`src/rtcsf_consts.vh`:
```
// Constants for the RTC status, flags and century block.
`ifndef RTCSF_CONSTS_VH
`define RTCSF_CONSTS_VH

// ==========================================================================
// Register word offsets on the Avalon-MM slave (word index, 4 bits).
// ==========================================================================
`define RTCSF_OFS_FLAGS     4'h0
`define RTCSF_OFS_CENTURY   4'h1
`define RTCSF_OFS_ALMSEC    4'h2
`define RTCSF_OFS_IRQ_STAT  4'h3
`define RTCSF_OFS_IRQ_MASK  4'h4
`define RTCSF_OFS_TIME      4'h5
`define RTCSF_OFS_USER      4'h6
`define RTCSF_OFS_INPUTS    4'h7

// ==========================================================================
// Documented byte offsets in the memory map, kept for reference.
// ==========================================================================
`define RTCSF_MAP_FLAGS     20'h1fff0
`define RTCSF_MAP_CENTURY   20'h1fff1

// ==========================================================================
// Flags register fields and the alarm-seconds mask bit.
// ==========================================================================
`define RTCSF_FLG_WDF       7
`define RTCSF_FLG_ALM       6
`define RTCSF_FLG_PWR       5
`define RTCSF_FLG_OSC       4
`define RTCSF_FLG_CAL       2
`define RTCSF_FLG_WFRZ      1
`define RTCSF_FLG_RFRZ      0
`define RTCSF_ALMSEC_MASK   7

// ==========================================================================
// Interrupt status bits.
// ==========================================================================
`define RTCSF_IRQ_ALM       0
`define RTCSF_IRQ_PWR       1
`define RTCSF_IRQ_OSC       2
`define RTCSF_IRQ_WDG       3

// ==========================================================================
// Reset values.
// ==========================================================================
`define RTCSF_RST_BYTE      8'h00
`define RTCSF_RST_IRQ       4'h0

// ==========================================================================
// Timing: clock 250 MHz, oscillator check 5 ms, calibration 512 Hz.
// ==========================================================================
`define RTCSF_CLK_HZ        250000000
`define RTCSF_OSC_CHK_MS    5
`define RTCSF_OSC_CHK_CYC   (`RTCSF_CLK_HZ / 1000 * `RTCSF_OSC_CHK_MS)
`define RTCSF_CAL_HZ        512
`define RTCSF_CAL_HALF_CYC  (`RTCSF_CLK_HZ / (2 * `RTCSF_CAL_HZ))

`endif

```
`src/rtcsf_div.v`:
```
// Gated divider producing a one-cycle enable every HALF cycles while i_run is high.
`timescale 1ns/1ps

module rtcsf_div #(
  parameter [31:0] HALF = 32'd244140
) (
  input  wire i_clk,
  input  wire i_rst,
  input  wire i_run,
  output reg  o_tick
);

  reg [31:0] cnt_q;  // Cycles since the last tick.

  // ========================================================================
  // Divider
  // ========================================================================
  // Counts while running, restarts when stopped so a new wave starts clean.
  always @(posedge i_clk or posedge i_rst) begin
    if (i_rst) begin
      cnt_q  <= 32'h0;
      o_tick <= 1'b0;
    end else if (!i_run) begin
      cnt_q  <= 32'h0;
      o_tick <= 1'b0;
    end else if (cnt_q == HALF - 32'h1) begin
      cnt_q  <= 32'h0;
      o_tick <= 1'b1;
    end else begin
      cnt_q  <= cnt_q + 32'h1;
      o_tick <= 1'b0;
    end
  end

endmodule

```
`src/rtcsf_sync.v`:
```
// Two-flop synchroniser for one asynchronous level.
`timescale 1ns/1ps

module rtcsf_sync (
  input  wire i_clk,
  input  wire i_rst,
  input  wire i_d,
  output wire o_q
);

  reg meta_q;  // First stage, read only by the second stage.
  reg sync_q;  // Second stage, safe for logic.

  // ========================================================================
  // Synchroniser
  // ========================================================================
  // Both stages reset to zero; the first stage feeds only the second.
  always @(posedge i_clk or posedge i_rst) begin
    if (i_rst) begin
      meta_q <= 1'b0;
      sync_q <= 1'b0;
    end else begin
      meta_q <= i_d;
      sync_q <= meta_q;
    end
  end

  assign o_q = sync_q;

endmodule

```
`src/rtcsf_top.v`:
```
// Status flags, century and alarm-seconds mask block of the RTC.
// Function
// - Seconds mask 1 drops seconds from match.
// - Power-fail flag sets on drop, read clears; here the flag is set again every cycle while the supply stays low.
// - Oscillator not running at 5 ms sets fail.
// - Only software writing 0 clears oscillator-fail.
// - Oscillator-fail flag survives power cycles.
// - Calibration bit 1 drives 512 Hz on interrupt.
// - Calibration bit 0 restores normal interrupt output.
// - Calibration bit comes up zero at power-up.
//
// Added by the designer: the Avalon-MM register port.
`timescale 1ns/1ps
`include "rtcsf_consts.vh"

module rtcsf_top #(
  parameter [31:0] OSC_CHK_CYC = `RTCSF_OSC_CHK_CYC
) (
  input  wire        i_clk,
  input  wire        i_rst,
  input  wire [3:0]  i_avs_address,
  input  wire        i_avs_read,
  input  wire        i_avs_write,
  input  wire [31:0] i_avs_writedata,
  input  wire [3:0]  i_avs_byteenable,
  output reg  [31:0] o_avs_readdata,
  output reg         o_avs_waitrequest,
  input  wire        i_supply_low,
  input  wire        i_osc_enabled,
  input  wire        i_osc_running,
  input  wire        i_osc_fail_kept,
  input  wire        i_watchdog_expired,
  input  wire [7:0]  i_time_seconds,
  input  wire        i_other_fields_match,
  output reg         o_int,
  output reg         o_osc_fail_store,
  output reg         o_time_load,
  output reg  [7:0]  o_time_load_seconds
);

  // ========================================================================
  // Declarations
  // ========================================================================
  wire       supply_low_s;     // Synchronised supply-below-threshold.
  wire       osc_running_s;    // Synchronised oscillator activity.
  wire       osc_enabled_s;    // Synchronised oscillator enable.
  wire       osc_kept_s;       // Synchronised retained fail bit.
  wire       wdg_s;            // Synchronised watchdog expiry.
  wire       cal_tick;         // Half period tick of the 512 Hz wave.
  reg  [7:0] flags_q;          // Flags and control register.
  reg  [7:0] century_q;        // Century register, BCD.
  reg  [7:0] almsec_q;         // Alarm seconds with mask bit.
  reg  [7:0] user_sec_q;       // User copy of the seconds.
  reg  [3:0] irq_stat_q;       // Sticky interrupt status.
  reg  [3:0] irq_mask_q;       // Interrupt mask.
  reg  [31:0] chk_q;           // Power-up oscillator check counter.
  reg        chk_done_q;       // Oscillator check finished.
  reg        cal_wave_q;       // Calibration square wave level.
  reg        supply_low_q;     // Last supply level, for edge detection.
  reg        wdg_q;            // Last watchdog level.
  reg        wfrz_q;           // Last write-freeze bit.
  reg        alarm_q;          // Last match level.
  reg        acc_q;            // Access accepted this cycle.
  wire       access;           // Request pending and not yet answered.
  wire       wr;               // Write taking effect.
  wire       rd;               // Read taking effect.
  wire       sec_match;        // Seconds comparison result.
  wire       alarm_hit;        // Whole alarm comparison.
  wire       pwr_rise;         // Supply just fell below threshold.
  wire       wdg_rise;         // Watchdog just expired.
  wire       osc_fail_set;     // Oscillator check failed.
  wire [3:0] irq_ev;           // Events this cycle.

  // Merges a write byte into an old byte under its byte enable.
  function [7:0] merge_byte;
    input [7:0] old_v;
    input [7:0] new_v;
    input       en;
    begin
      merge_byte = en ? new_v : old_v;
    end
  endfunction

  // ========================================================================
  // Input synchronisers
  // ========================================================================
  rtcsf_sync u_sync_sup (.i_clk(i_clk), .i_rst(i_rst),
                         .i_d(i_supply_low), .o_q(supply_low_s));
  rtcsf_sync u_sync_run (.i_clk(i_clk), .i_rst(i_rst),
                         .i_d(i_osc_running), .o_q(osc_running_s));
  rtcsf_sync u_sync_ena (.i_clk(i_clk), .i_rst(i_rst),
                         .i_d(i_osc_enabled), .o_q(osc_enabled_s));
  rtcsf_sync u_sync_kep (.i_clk(i_clk), .i_rst(i_rst),
                         .i_d(i_osc_fail_kept), .o_q(osc_kept_s));
  rtcsf_sync u_sync_wdg (.i_clk(i_clk), .i_rst(i_rst),
                         .i_d(i_watchdog_expired), .o_q(wdg_s));

  // ========================================================================
  // Calibration divider
  // ========================================================================
  // Ticks every half period of 512 Hz while calibration is on.
  rtcsf_div #(
    .HALF(`RTCSF_CAL_HALF_CYC)
  ) u_cal_div (
    .i_clk  (i_clk),
    .i_rst  (i_rst),
    .i_run  (flags_q[`RTCSF_FLG_CAL]),
    .o_tick (cal_tick)
  );

  // ========================================================================
  // Bus handshake and event decode
  // ========================================================================
  // Every access takes one wait cycle, then completes with waitrequest low.
  assign access = (i_avs_read | i_avs_write) & ~acc_q;
  assign wr = i_avs_write & acc_q;
  assign rd = i_avs_read & acc_q;
  // Mask 1 ignores seconds; mask 0 compares them.
  assign sec_match = almsec_q[`RTCSF_ALMSEC_MASK] |
                     (almsec_q[6:0] == i_time_seconds[6:0]);
  assign alarm_hit = sec_match & i_other_fields_match;
  assign pwr_rise = supply_low_s & ~supply_low_q;
  assign wdg_rise = wdg_s & ~wdg_q;
  // After 5 ms an enabled oscillator that is not running is a failure.
  assign osc_fail_set = ~chk_done_q & (chk_q == OSC_CHK_CYC - 32'h1) &
                        osc_enabled_s & ~osc_running_s;
  assign irq_ev = {wdg_rise, osc_fail_set, pwr_rise, alarm_hit & ~alarm_q};

  // ========================================================================
  // Bus timing and edge history
  // ========================================================================
  always @(posedge i_clk or posedge i_rst) begin
    if (i_rst) begin
      acc_q             <= 1'b0;
      o_avs_waitrequest <= 1'b1;
      supply_low_q      <= 1'b0;
      wdg_q             <= 1'b0;
      alarm_q           <= 1'b0;
    end else begin
      acc_q             <= access;
      o_avs_waitrequest <= ~access;
      supply_low_q      <= supply_low_s;
      wdg_q             <= wdg_s;
      alarm_q           <= alarm_hit;
    end
  end

  // ========================================================================
  // Power-up oscillator check
  // ========================================================================
  // Counts the first 5 ms after reset release, then stops for good.
  always @(posedge i_clk or posedge i_rst) begin
    if (i_rst) begin
      chk_q      <= 32'h0;
      chk_done_q <= 1'b0;
    end else if (!chk_done_q) begin
      if (chk_q == OSC_CHK_CYC - 32'h1) begin
        chk_done_q <= 1'b1;
      end else begin
        chk_q <= chk_q + 32'h1;
      end
    end
  end

  // ========================================================================
  // Flags register
  // ========================================================================
  // Hardware sets win over clears in the same cycle.
  always @(posedge i_clk or posedge i_rst) begin
    if (i_rst) begin
      flags_q <= `RTCSF_RST_BYTE;  // Calibration and freezes off.
    end else begin
      // Read of the flags clears the three event flags.
      if (rd && i_avs_address == `RTCSF_OFS_FLAGS) begin
        flags_q[`RTCSF_FLG_WDF] <= 1'b0;
        flags_q[`RTCSF_FLG_ALM] <= 1'b0;
        flags_q[`RTCSF_FLG_PWR] <= 1'b0;
      end
      // Software controls; the fail flag may only be written to 0.
      if (wr && i_avs_address == `RTCSF_OFS_FLAGS &&
          i_avs_byteenable[0]) begin
        flags_q[2:0] <= i_avs_writedata[2:0];
        if (!i_avs_writedata[`RTCSF_FLG_OSC]) begin
          flags_q[`RTCSF_FLG_OSC] <= 1'b0;
        end
      end
      // The retained copy restores the fail flag after power-up.
      if (osc_kept_s) begin
        flags_q[`RTCSF_FLG_OSC] <= 1'b1;
      end
      if (osc_fail_set) begin
        flags_q[`RTCSF_FLG_OSC] <= 1'b1;
      end
      if (pwr_rise || supply_low_s) begin
        flags_q[`RTCSF_FLG_PWR] <= 1'b1;
      end
      if (irq_ev[`RTCSF_IRQ_ALM]) begin
        flags_q[`RTCSF_FLG_ALM] <= 1'b1;
      end
      if (wdg_rise) begin
        flags_q[`RTCSF_FLG_WDF] <= 1'b1;
      end
      flags_q[3] <= 1'b0;
    end
  end

  // ========================================================================
  // Century, alarm seconds and user seconds copy
  // ========================================================================
  // Writes are honoured always; the time copy pauses while frozen.
  always @(posedge i_clk or posedge i_rst) begin
    if (i_rst) begin
      century_q  <= `RTCSF_RST_BYTE;
      almsec_q   <= `RTCSF_RST_BYTE;
      user_sec_q <= `RTCSF_RST_BYTE;
    end else begin
      if (wr && i_avs_address == `RTCSF_OFS_CENTURY) begin
        century_q <= merge_byte(century_q, i_avs_writedata[7:0],
                                i_avs_byteenable[0]);
      end
      if (wr && i_avs_address == `RTCSF_OFS_ALMSEC) begin
        almsec_q <= merge_byte(almsec_q, i_avs_writedata[7:0],
                               i_avs_byteenable[0]);
      end
      if (wr && i_avs_address == `RTCSF_OFS_USER) begin
        user_sec_q <= merge_byte(user_sec_q, i_avs_writedata[7:0],
                                 i_avs_byteenable[0]);
      end else if (!flags_q[`RTCSF_FLG_WFRZ] &&
                   !flags_q[`RTCSF_FLG_RFRZ]) begin
        user_sec_q <= i_time_seconds;
      end
    end
  end

  // ========================================================================
  // Transfer to timekeeper and retained-flag output
  // ========================================================================
  // Dropping write freeze loads the user copy into the timekeeper.
  always @(posedge i_clk or posedge i_rst) begin
    if (i_rst) begin
      wfrz_q              <= 1'b0;
      o_time_load         <= 1'b0;
      o_time_load_seconds <= 8'h00;
      o_osc_fail_store    <= 1'b0;
    end else begin
      wfrz_q              <= flags_q[`RTCSF_FLG_WFRZ];
      o_time_load         <= wfrz_q & ~flags_q[`RTCSF_FLG_WFRZ];
      o_time_load_seconds <= user_sec_q;
      o_osc_fail_store    <= flags_q[`RTCSF_FLG_OSC];
    end
  end

  // ========================================================================
  // Interrupt status and mask
  // ========================================================================
  // Write one to clear; a new event in the same cycle wins.
  always @(posedge i_clk or posedge i_rst) begin
    if (i_rst) begin
      irq_stat_q <= `RTCSF_RST_IRQ;
      irq_mask_q <= `RTCSF_RST_IRQ;
    end else begin
      if (wr && i_avs_address == `RTCSF_OFS_IRQ_STAT &&
          i_avs_byteenable[0]) begin
        irq_stat_q <= (irq_stat_q & ~i_avs_writedata[3:0]) | irq_ev;
      end else begin
        irq_stat_q <= irq_stat_q | irq_ev;
      end
      if (wr && i_avs_address == `RTCSF_OFS_IRQ_MASK &&
          i_avs_byteenable[0]) begin
        irq_mask_q <= i_avs_writedata[3:0];
      end
    end
  end

  // ========================================================================
  // Interrupt pin: calibration wave or masked status
  // ========================================================================
  always @(posedge i_clk or posedge i_rst) begin
    if (i_rst) begin
      cal_wave_q <= 1'b0;
      o_int      <= 1'b0;
    end else begin
      if (!flags_q[`RTCSF_FLG_CAL]) begin
        cal_wave_q <= 1'b0;
        o_int      <= |(irq_stat_q & irq_mask_q);
      end else begin
        if (cal_tick) begin
          cal_wave_q <= ~cal_wave_q;
        end
        o_int <= cal_wave_q;
      end
    end
  end

  // ========================================================================
  // Read data
  // ========================================================================
  // Unmapped offsets read as zero.
  always @(posedge i_clk or posedge i_rst) begin
    if (i_rst) begin
      o_avs_readdata <= 32'h0;
    end else if (access && i_avs_read) begin
      case (i_avs_address)
        `RTCSF_OFS_FLAGS:    o_avs_readdata <= {24'h0, flags_q};
        `RTCSF_OFS_CENTURY:  o_avs_readdata <= {24'h0, century_q};
        `RTCSF_OFS_ALMSEC:   o_avs_readdata <= {24'h0, almsec_q};
        `RTCSF_OFS_IRQ_STAT: o_avs_readdata <= {28'h0, irq_stat_q};
        `RTCSF_OFS_IRQ_MASK: o_avs_readdata <= {28'h0, irq_mask_q};
        `RTCSF_OFS_TIME:     o_avs_readdata <= {24'h0, i_time_seconds};
        `RTCSF_OFS_USER:     o_avs_readdata <= {24'h0, user_sec_q};
        `RTCSF_OFS_INPUTS:   o_avs_readdata <= {28'h0, chk_done_q,
                                                supply_low_s, osc_running_s,
                                                osc_enabled_s};
        default:             o_avs_readdata <= 32'h0;
      endcase
    end
  end

endmodule

```
`config.mk`:
```
export PLATFORM = sky130hd
export DESIGN_NAME = rtcsf_top
export DESIGN_NICKNAME = d
export VERILOG_FILES = /design/src/rtcsf_div.v /design/src/rtcsf_sync.v /design/src/rtcsf_top.v
export VERILOG_INCLUDE_DIRS = /design/src
export SDC_FILE = /design/constraint.sdc
export NUM_CORES = 1
export LEC_CHECK = 0
export BUFFER_PORTS_ARGS = -buffer_cell sky130_fd_sc_hd__buf_2
export CORE_MARGIN = 2
export CORE_UTILIZATION = 30
export DETAILED_ROUTE_END_ITERATION = 6
export PLACE_DENSITY = 0.56
export SLEW_MARGIN = 10
export SYNTH_ARGS = -nofsm -noshare
export SYNTH_HDL_FRONTEND = slang
export SYNTH_HIERARCHICAL = 1
export SYNTH_SLANG_ARGS = --single-unit
```
`constraint.sdc`:
```
create_clock -name i_clk -period 7.6 [get_ports i_clk]
set_clock_uncertainty 0.15 [all_clocks]
set_input_delay 0.38 -clock i_clk [delete_from_list [all_inputs] [get_ports i_clk]]
set_output_delay 0.38 -clock i_clk [all_outputs]
set_load 0.02 [all_outputs]
```
==> reports/qor.yml, run 1 <==
outcome: "finished, final reports clean"
num_vias: 4858
cts_buffers: 17
syn_area_per_cell_um2: 11.1
initial_core_util_pct: 30.4
die_w_um: 155
rows: 55
startpoint: "u_cal_div/cnt_q[22]"
antenna_found_initial: 0
r2r_cells: 5
tightest_slew_ps: 1150
synth_edf_count: 0
powerDensity_mw_per_mm2: 233
synthAdderAreaFrac_pct: 0.365
clkSinkCount: 141
fmax_mhz: 357
power.leakage_nw: 3.38
routed_via_density: 5.01
num_antenna_cells: 0
clk_pin_slew_ps: 70
post_cts_resized: 0
synth_cell_type_count: 67
post-cts-setup-buffers: 0
yosys_warnings: 6
worst-path-max-fanout: 18
nNetsFinal: 732
multi_input_area_mm2: 0.00308
cts_hold_buf: 6
syn-cell-area_mm2: 0.00686
drive_gt1_share_pct: 22.0
grt_pass1_vias: 4790
relSlewSlack_pct: 23.2
fillers: 2291
synth_top_family_by_area: "simple AND/OR/NAND/NOR gates"
synth-xor-area-share_pct: 6.77
htree_levels: 4
setup_ws_ps: 4800
reg2reg_to: "u_cal_div/cnt_q[26]"
pin_count: 102
synth-seq-area-share_pct: 51.4
routedWlPerCell_um: 15.6
required_ps: 7700
gr-usage-all-layers_pct: 13.3
critPathKind: "reg2reg"
regArea_mm2: 0.00353
timing.rr.start: "u_cal_div/cnt_q[22]"
critPathArrivalTime_ps: 2900
coreArea_mm2: 0.0226
synthArstFlopShare_pct: 100
routed_wl_um: 15200
dpl.hpwl_um: 10300
cp-end-kind: "flop"
r2r_slack_ps: 4800
finalCritPeriodShare_pct: 36.8
setup_viol_count_final: 0
grt_max_degree: 70
postLayoutCoreUtil_pct: 35.1
cap_violations: 0
ys_ff_latch: 141
port_buffers: 50
hp-class: "in2reg"
overflow: 0
drv_slew: 0
dp_cells: 932
ir_drop_v: 0.000161
fin_worst_hold_slack_ps: 63.8
synth_cells: 618
clock_latency_ps: 430
cts_tree: "yes"
cts_root_buffer: "clkbuf_16"
grt_pass1_wl_um: 25300
period_minus_slack_ps: 2800
tns_ps: 0
gp_congestion: 0.781
synth_ff_type: "dfrtp_1"
syn_to_final_growth_pct: 15.5
pre_cts_ws_ps: 4510
synth-compound-area-share_pct: 7.29
first_pass_iters: 4
grt_setup_unrepaired: "false"
die_area_mm2: 0.0241
cts.path.max_buffers: 2
drcViolationCount: 0
hold_violations: 0
critPathLaunchType: "flop"
synth_mux_area_share_pct: 9.08
endpoint: "u_cal_div/cnt_q[26]"
synthSimpleGateAreaFrac_pct: 19.9
ant_nets: 0
drt_first_iter_violations: 222
finalNonFillerCells: 970
die_h_um: 155
==> final cells by class <==
cell class                 count  share of cell area (%)
sequential                   141                    44.5
multi-input combinational    439                    38.8
clock buffer                  17                    5.37
tap                          285                    4.50
timing repair buffer          59                    4.20
clock inverter                15                    1.93
inverter                      14                   0.694
==> per-stage QoR <==
| stage | power (W) | instance area (um^2) |
|---|---|---|
| floorplan | 0.000990 | 6950 |
| global placement | 0.00105 | 7290 |
| detailed placement | 0.00105 | 7290 |
| CTS | 0.00187 | 7930 |
| global route | 0.00193 | 7930 |
| finish | 0.00185 | 7930 |
==> worst max-delay path: stages, from the launching register on <==
cell	delay, ps
dfrtp_1	430
nor4_1	470
nand3_1	150
nor4b_2	950
buf_4	400
a211oi_1	70
==> how the worst min path moves through the flow <==
stage          slack [ps]                from                end  cells past startpoint
2_1_floorplan         -30               i_rst  u_sync_ena/meta_q                      1
5_1_grt                60  i_avs_writedata[7]       century_q[7]                      2
4_1_cts                60  i_avs_writedata[7]       century_q[7]                      2
3_5_place_dp          190               i_rst     u_sync_wdg/o_q                      2
3_3_place_gp          180               i_rst  u_sync_sup/meta_q                      2
6_report               60  i_avs_writedata[7]       century_q[7]                      2
==> cell usage in the layout (no fill, tap or decap), types with 6 or more instances in the layout <==
master and instances:
conb_1 24, or4_1 8, mux2i_1 6, clkbuf_16 17
or3_1 7, mux2_2 37, buf_2 50, and4_1 6
dlygate4sd3_1 6, a22oi_1 6, nand2_1 51, and3_1 9
inv_6 6, nor2_1 16, nor3_1 32, dfrtp_1 140
nor4_1 9, o31ai_1 7, nand3_1 28, a21oi_1 6
nand4_1 24, xor2_1 24, o21ai_0 22, a211oi_1 12
inv_1 12, xnor2_1 29
==> sequential cells by signal, indices dropped and copies added, names as in the netlist, 4 cells and up <==
signal,cells
almsec_q,8
century_q,8
chk_q,32
flags_q,7
irq_mask_q,4
irq_stat_q,4
o_avs_readdata,8
o_time_load_seconds,8
u_cal_div/cnt_q,32
user_sec_q,8
==> routing by layer <==
metal / track usage [%] / share of wire (%) / up-vias
li1: - / - / 2308
met1: 17.9 / 48 / 2446
met2: 21.0 / 47 / 90
met3: 3.12 / 3.8 / 14
met4: 4.81 / 1.5 / 0
met5: 0 / 0 / -
==> Yosys cell counts (all sizes together), types with 2 or more instances <==
cell / n / area [um^2]
and3: 10 / 63.8
xnor2: 29 / 254
mux4: 4 / 90.1
dfrtp: 140 / 3500
a21o: 3 / 22.5
inv: 14 / 52.6
a32o: 3 / 30.0
nor3b: 3 / 22.5
a22o: 2 / 17.5
mux2: 42 / 473
nand4: 26 / 184
mux2i: 6 / 60.1
nor4b: 4 / 35.0
a21oi: 7 / 46.3
buf: 35 / 244
clkbuf: 11 / 43.8
nor4bb: 2 / 20.0
and2: 4 / 25.0
o21bai: 2 / 15.0
or2: 2 / 12.5
nand2: 51 / 191
a211oi: 13 / 103
nor2: 18 / 72.6
xor2: 24 / 210
nor3: 35 / 190
nor4: 9 / 56.3
o31ai: 7 / 52.6
and4: 8 / 75.1
nand2b: 3 / 18.8
nand3: 30 / 160
or3: 8 / 55.1
or4: 10 / 82.6
nand3b: 5 / 37.5
nor2b: 5 / 33.8
a31oi: 2 / 12.5
a22oi: 6 / 45.0
ha: 2 / 25.0
o21ai: 22 / 110
==> where the power goes <==
part,switching [W],internal (W)
logic,0.000116,0.0000773
clock network,0.000354,0.000461
registers,0.0000344,0.000807
==> kinds of logic (layout without fill, tap and decap cells) <==
family | count (synthesis) | after routing
AND/OR/NAND/NOR | 236 | 236
flip-flops | 141 | 141
AO/OA/AOI/OAI | 72 | 72
buffers and inverters | 61 | 105
XOR/XNOR | 53 | 53
multiplexers | 52 | 52
adder cells (fa/ha/maj) | 2 | 2
other | 1 | 24
Power figures use the tool's default switching activity.
==> run 2: changes to the inputs <==
Settings changed: PLACE_DENSITY 0.56 to 0.58.
Clock period 7.6 ns to 2.55 ns, I/O delays scaled along.
==> reports/qor.yml, run 2 (synthesis gave the netlist of run 1 again) <==
outcome: "finished, final reports clean"
gr-usage-all-layers_pct: 13.3
pre_cts_ws_ps: 312
r2r_cells: 4
drv_slew: 0
worstHoldStart: "i_avs_byteenable[0]"
cts.path.max_buffers: 2
cts_root_buffer: "clkbuf_16"
reg2reg_to: "u_cal_div/cnt_q[29]"
die_area_mm2: 0.0241
pin_count: 102
grt_pass1_vias: 4959
overflow: 0
finalCritPeriodShare_pct: 87.5
dpl.hpwl_um: 10400
cts_buffers: 17
critPathLaunchType: "flop"
post-cts-setup-buffers: 0
routed_wl_um: 15000
power.leakage_nw: 3.55
die_w_um: 155
routed_via_density: 4.87
drt_first_iter_violations: 246
initial_core_util_pct: 30.4
grt_max_degree: 62
tightest_slew_ps: 764
ant_nets: 0
r2r_slack_ps: 320
routedWlPerCell_um: 15.0
post_cts_resized: 0
grt_pass1_wl_um: 25500
gp_congestion: 0.822
final_common_cell: "dfrtp_1"
cap_violations: 0
required_ps: 2730
timing.rr.start: "u_cal_div/cnt_q[15]"
period_minus_slack_ps: 2230
setup_ws_ps: 318
ir_drop_v: 0.000422
powerDensity_mw_per_mm2: 669
critPathArrivalTime_ps: 2420
rows: 55
fmax_mhz: 448
cts_tree: "yes"
clk_pin_slew_ps: 70
hp-class: "in2reg"
htree_levels: 4
nNetsFinal: 767
worstHoldEndpoint: "user_sec_q[5]"
critPathKind: "reg2reg"
first_pass_iters: 4
antenna_found_initial: 0
drcViolationCount: 0
die_h_um: 155
reg_top3: "chk_q (32), u_cal_div/cnt_q (32)"
hold_violations: 0
num_antenna_cells: 0
tns_ps: 0
clock_latency_ps: 420
syn_to_final_growth_pct: 20.1
port_buffers: 50
final_cell_mix: "dfrtp_1 (140), nand2_1 (51), buf_2 (50), mux2_2 (37), nor3_1 (32)"
worst-path-max-fanout: 8
drive_gt1_share_pct: 23.1
setup_viol_count_final: 0
hold_depth: 3
num_vias: 4891
clkSinkCount: 141
relSlewSlack_pct: 49.0
coreArea_mm2: 0.0226
grt_setup_unrepaired: "false"
cp-end-kind: "flop"
[run 2: changes by cell type in the layout (fill, tap and decap cells not counted), sizes merged]
cell | previous run | this run
buf | 53 | 68
clkinvlp | 4 | 2
clkinv | 2 | 4
dlygate4sd3 | 6 | 26
[run 2: how the worst max path moves through the flow]
stage / start / endpoint / slack (ps) / depth (start not counted)
3_5_place_dp: u_cal_div/cnt_q[15] / u_cal_div/cnt_q[29] / 310 / 4
6_report: u_cal_div/cnt_q[15] / u_cal_div/cnt_q[29] / 320 / 4
2_1_floorplan: u_cal_div/cnt_q[15] / u_cal_div/cnt_q[29] / 490 / 5
5_1_grt: u_cal_div/cnt_q[0] / u_cal_div/cnt_q[24] / 180 / 5
3_3_place_gp: u_cal_div/cnt_q[15] / u_cal_div/cnt_q[29] / 380 / 4
4_1_cts: u_cal_div/cnt_q[15] / u_cal_div/cnt_q[29] / 320 / 4
[run 2: where the power goes]
group	total, W	internal, W	switching [W]
Combinational	0.000602	0.000259	0.000343
Clock	0.00240	0.00137	0.00103
Sequential	0.00251	0.00240	0.000105
Total	0.00552	0.00404	0.00148
[run 2: final cells by class]
type | count | area (um^2)
Sequential cell | 141 | 3530
Inverter | 14 | 56.3
Tap cell | 285 | 357
Multi-Input combinational cell | 439 | 3080
Timing Repair Buffer | 94 | 646
Clock inverter | 15 | 150
Clock buffer | 17 | 425
Fill cell | 2249 | 14300
[run 2: metrics by stage]
step | instance area (um^2) | util, % | cells | total power [W] | hold WS [ps]
after global placement | 7400 | 32.8 | 947 | 0.00312 | -72.4
after floorplan | 6950 | - | 641 | 0.00295 | -281
after detailed placement | 7400 | 32.8 | 947 | 0.00313 | -71.0
after CTS | 8240 | 36.5 | 1005 | 0.00560 | 14.3
final | 8240 | 36.5 | 1005 | 0.00552 | 27.0
after global routing | 8240 | 36.5 | 1005 | 0.00576 | 17.5
[run 2: critical path, stage by stage, from the launching register on]
cell	delay, ps
dfrtp_1	440
nand3_2	120
or4_1	680
or4_4	530
a211oi_2	230
[run 2: what timing repair did]
item	CTS	global route
hold buffers	26	0
hold endpoints to repair	194	0
endpoints found under the setup margin	0	0
[run 2: layer usage]
metal / global-route usage [%] / wire (um) / vias to the layer above
li1: - / - / 2371
met1: 17.8 / 7280 / 2407
met5: 0 / 0 / -
met2: 21.6 / 7060 / 94
met4: 4.28 / 217 / 0
met3: 2.79 / 483 / 19
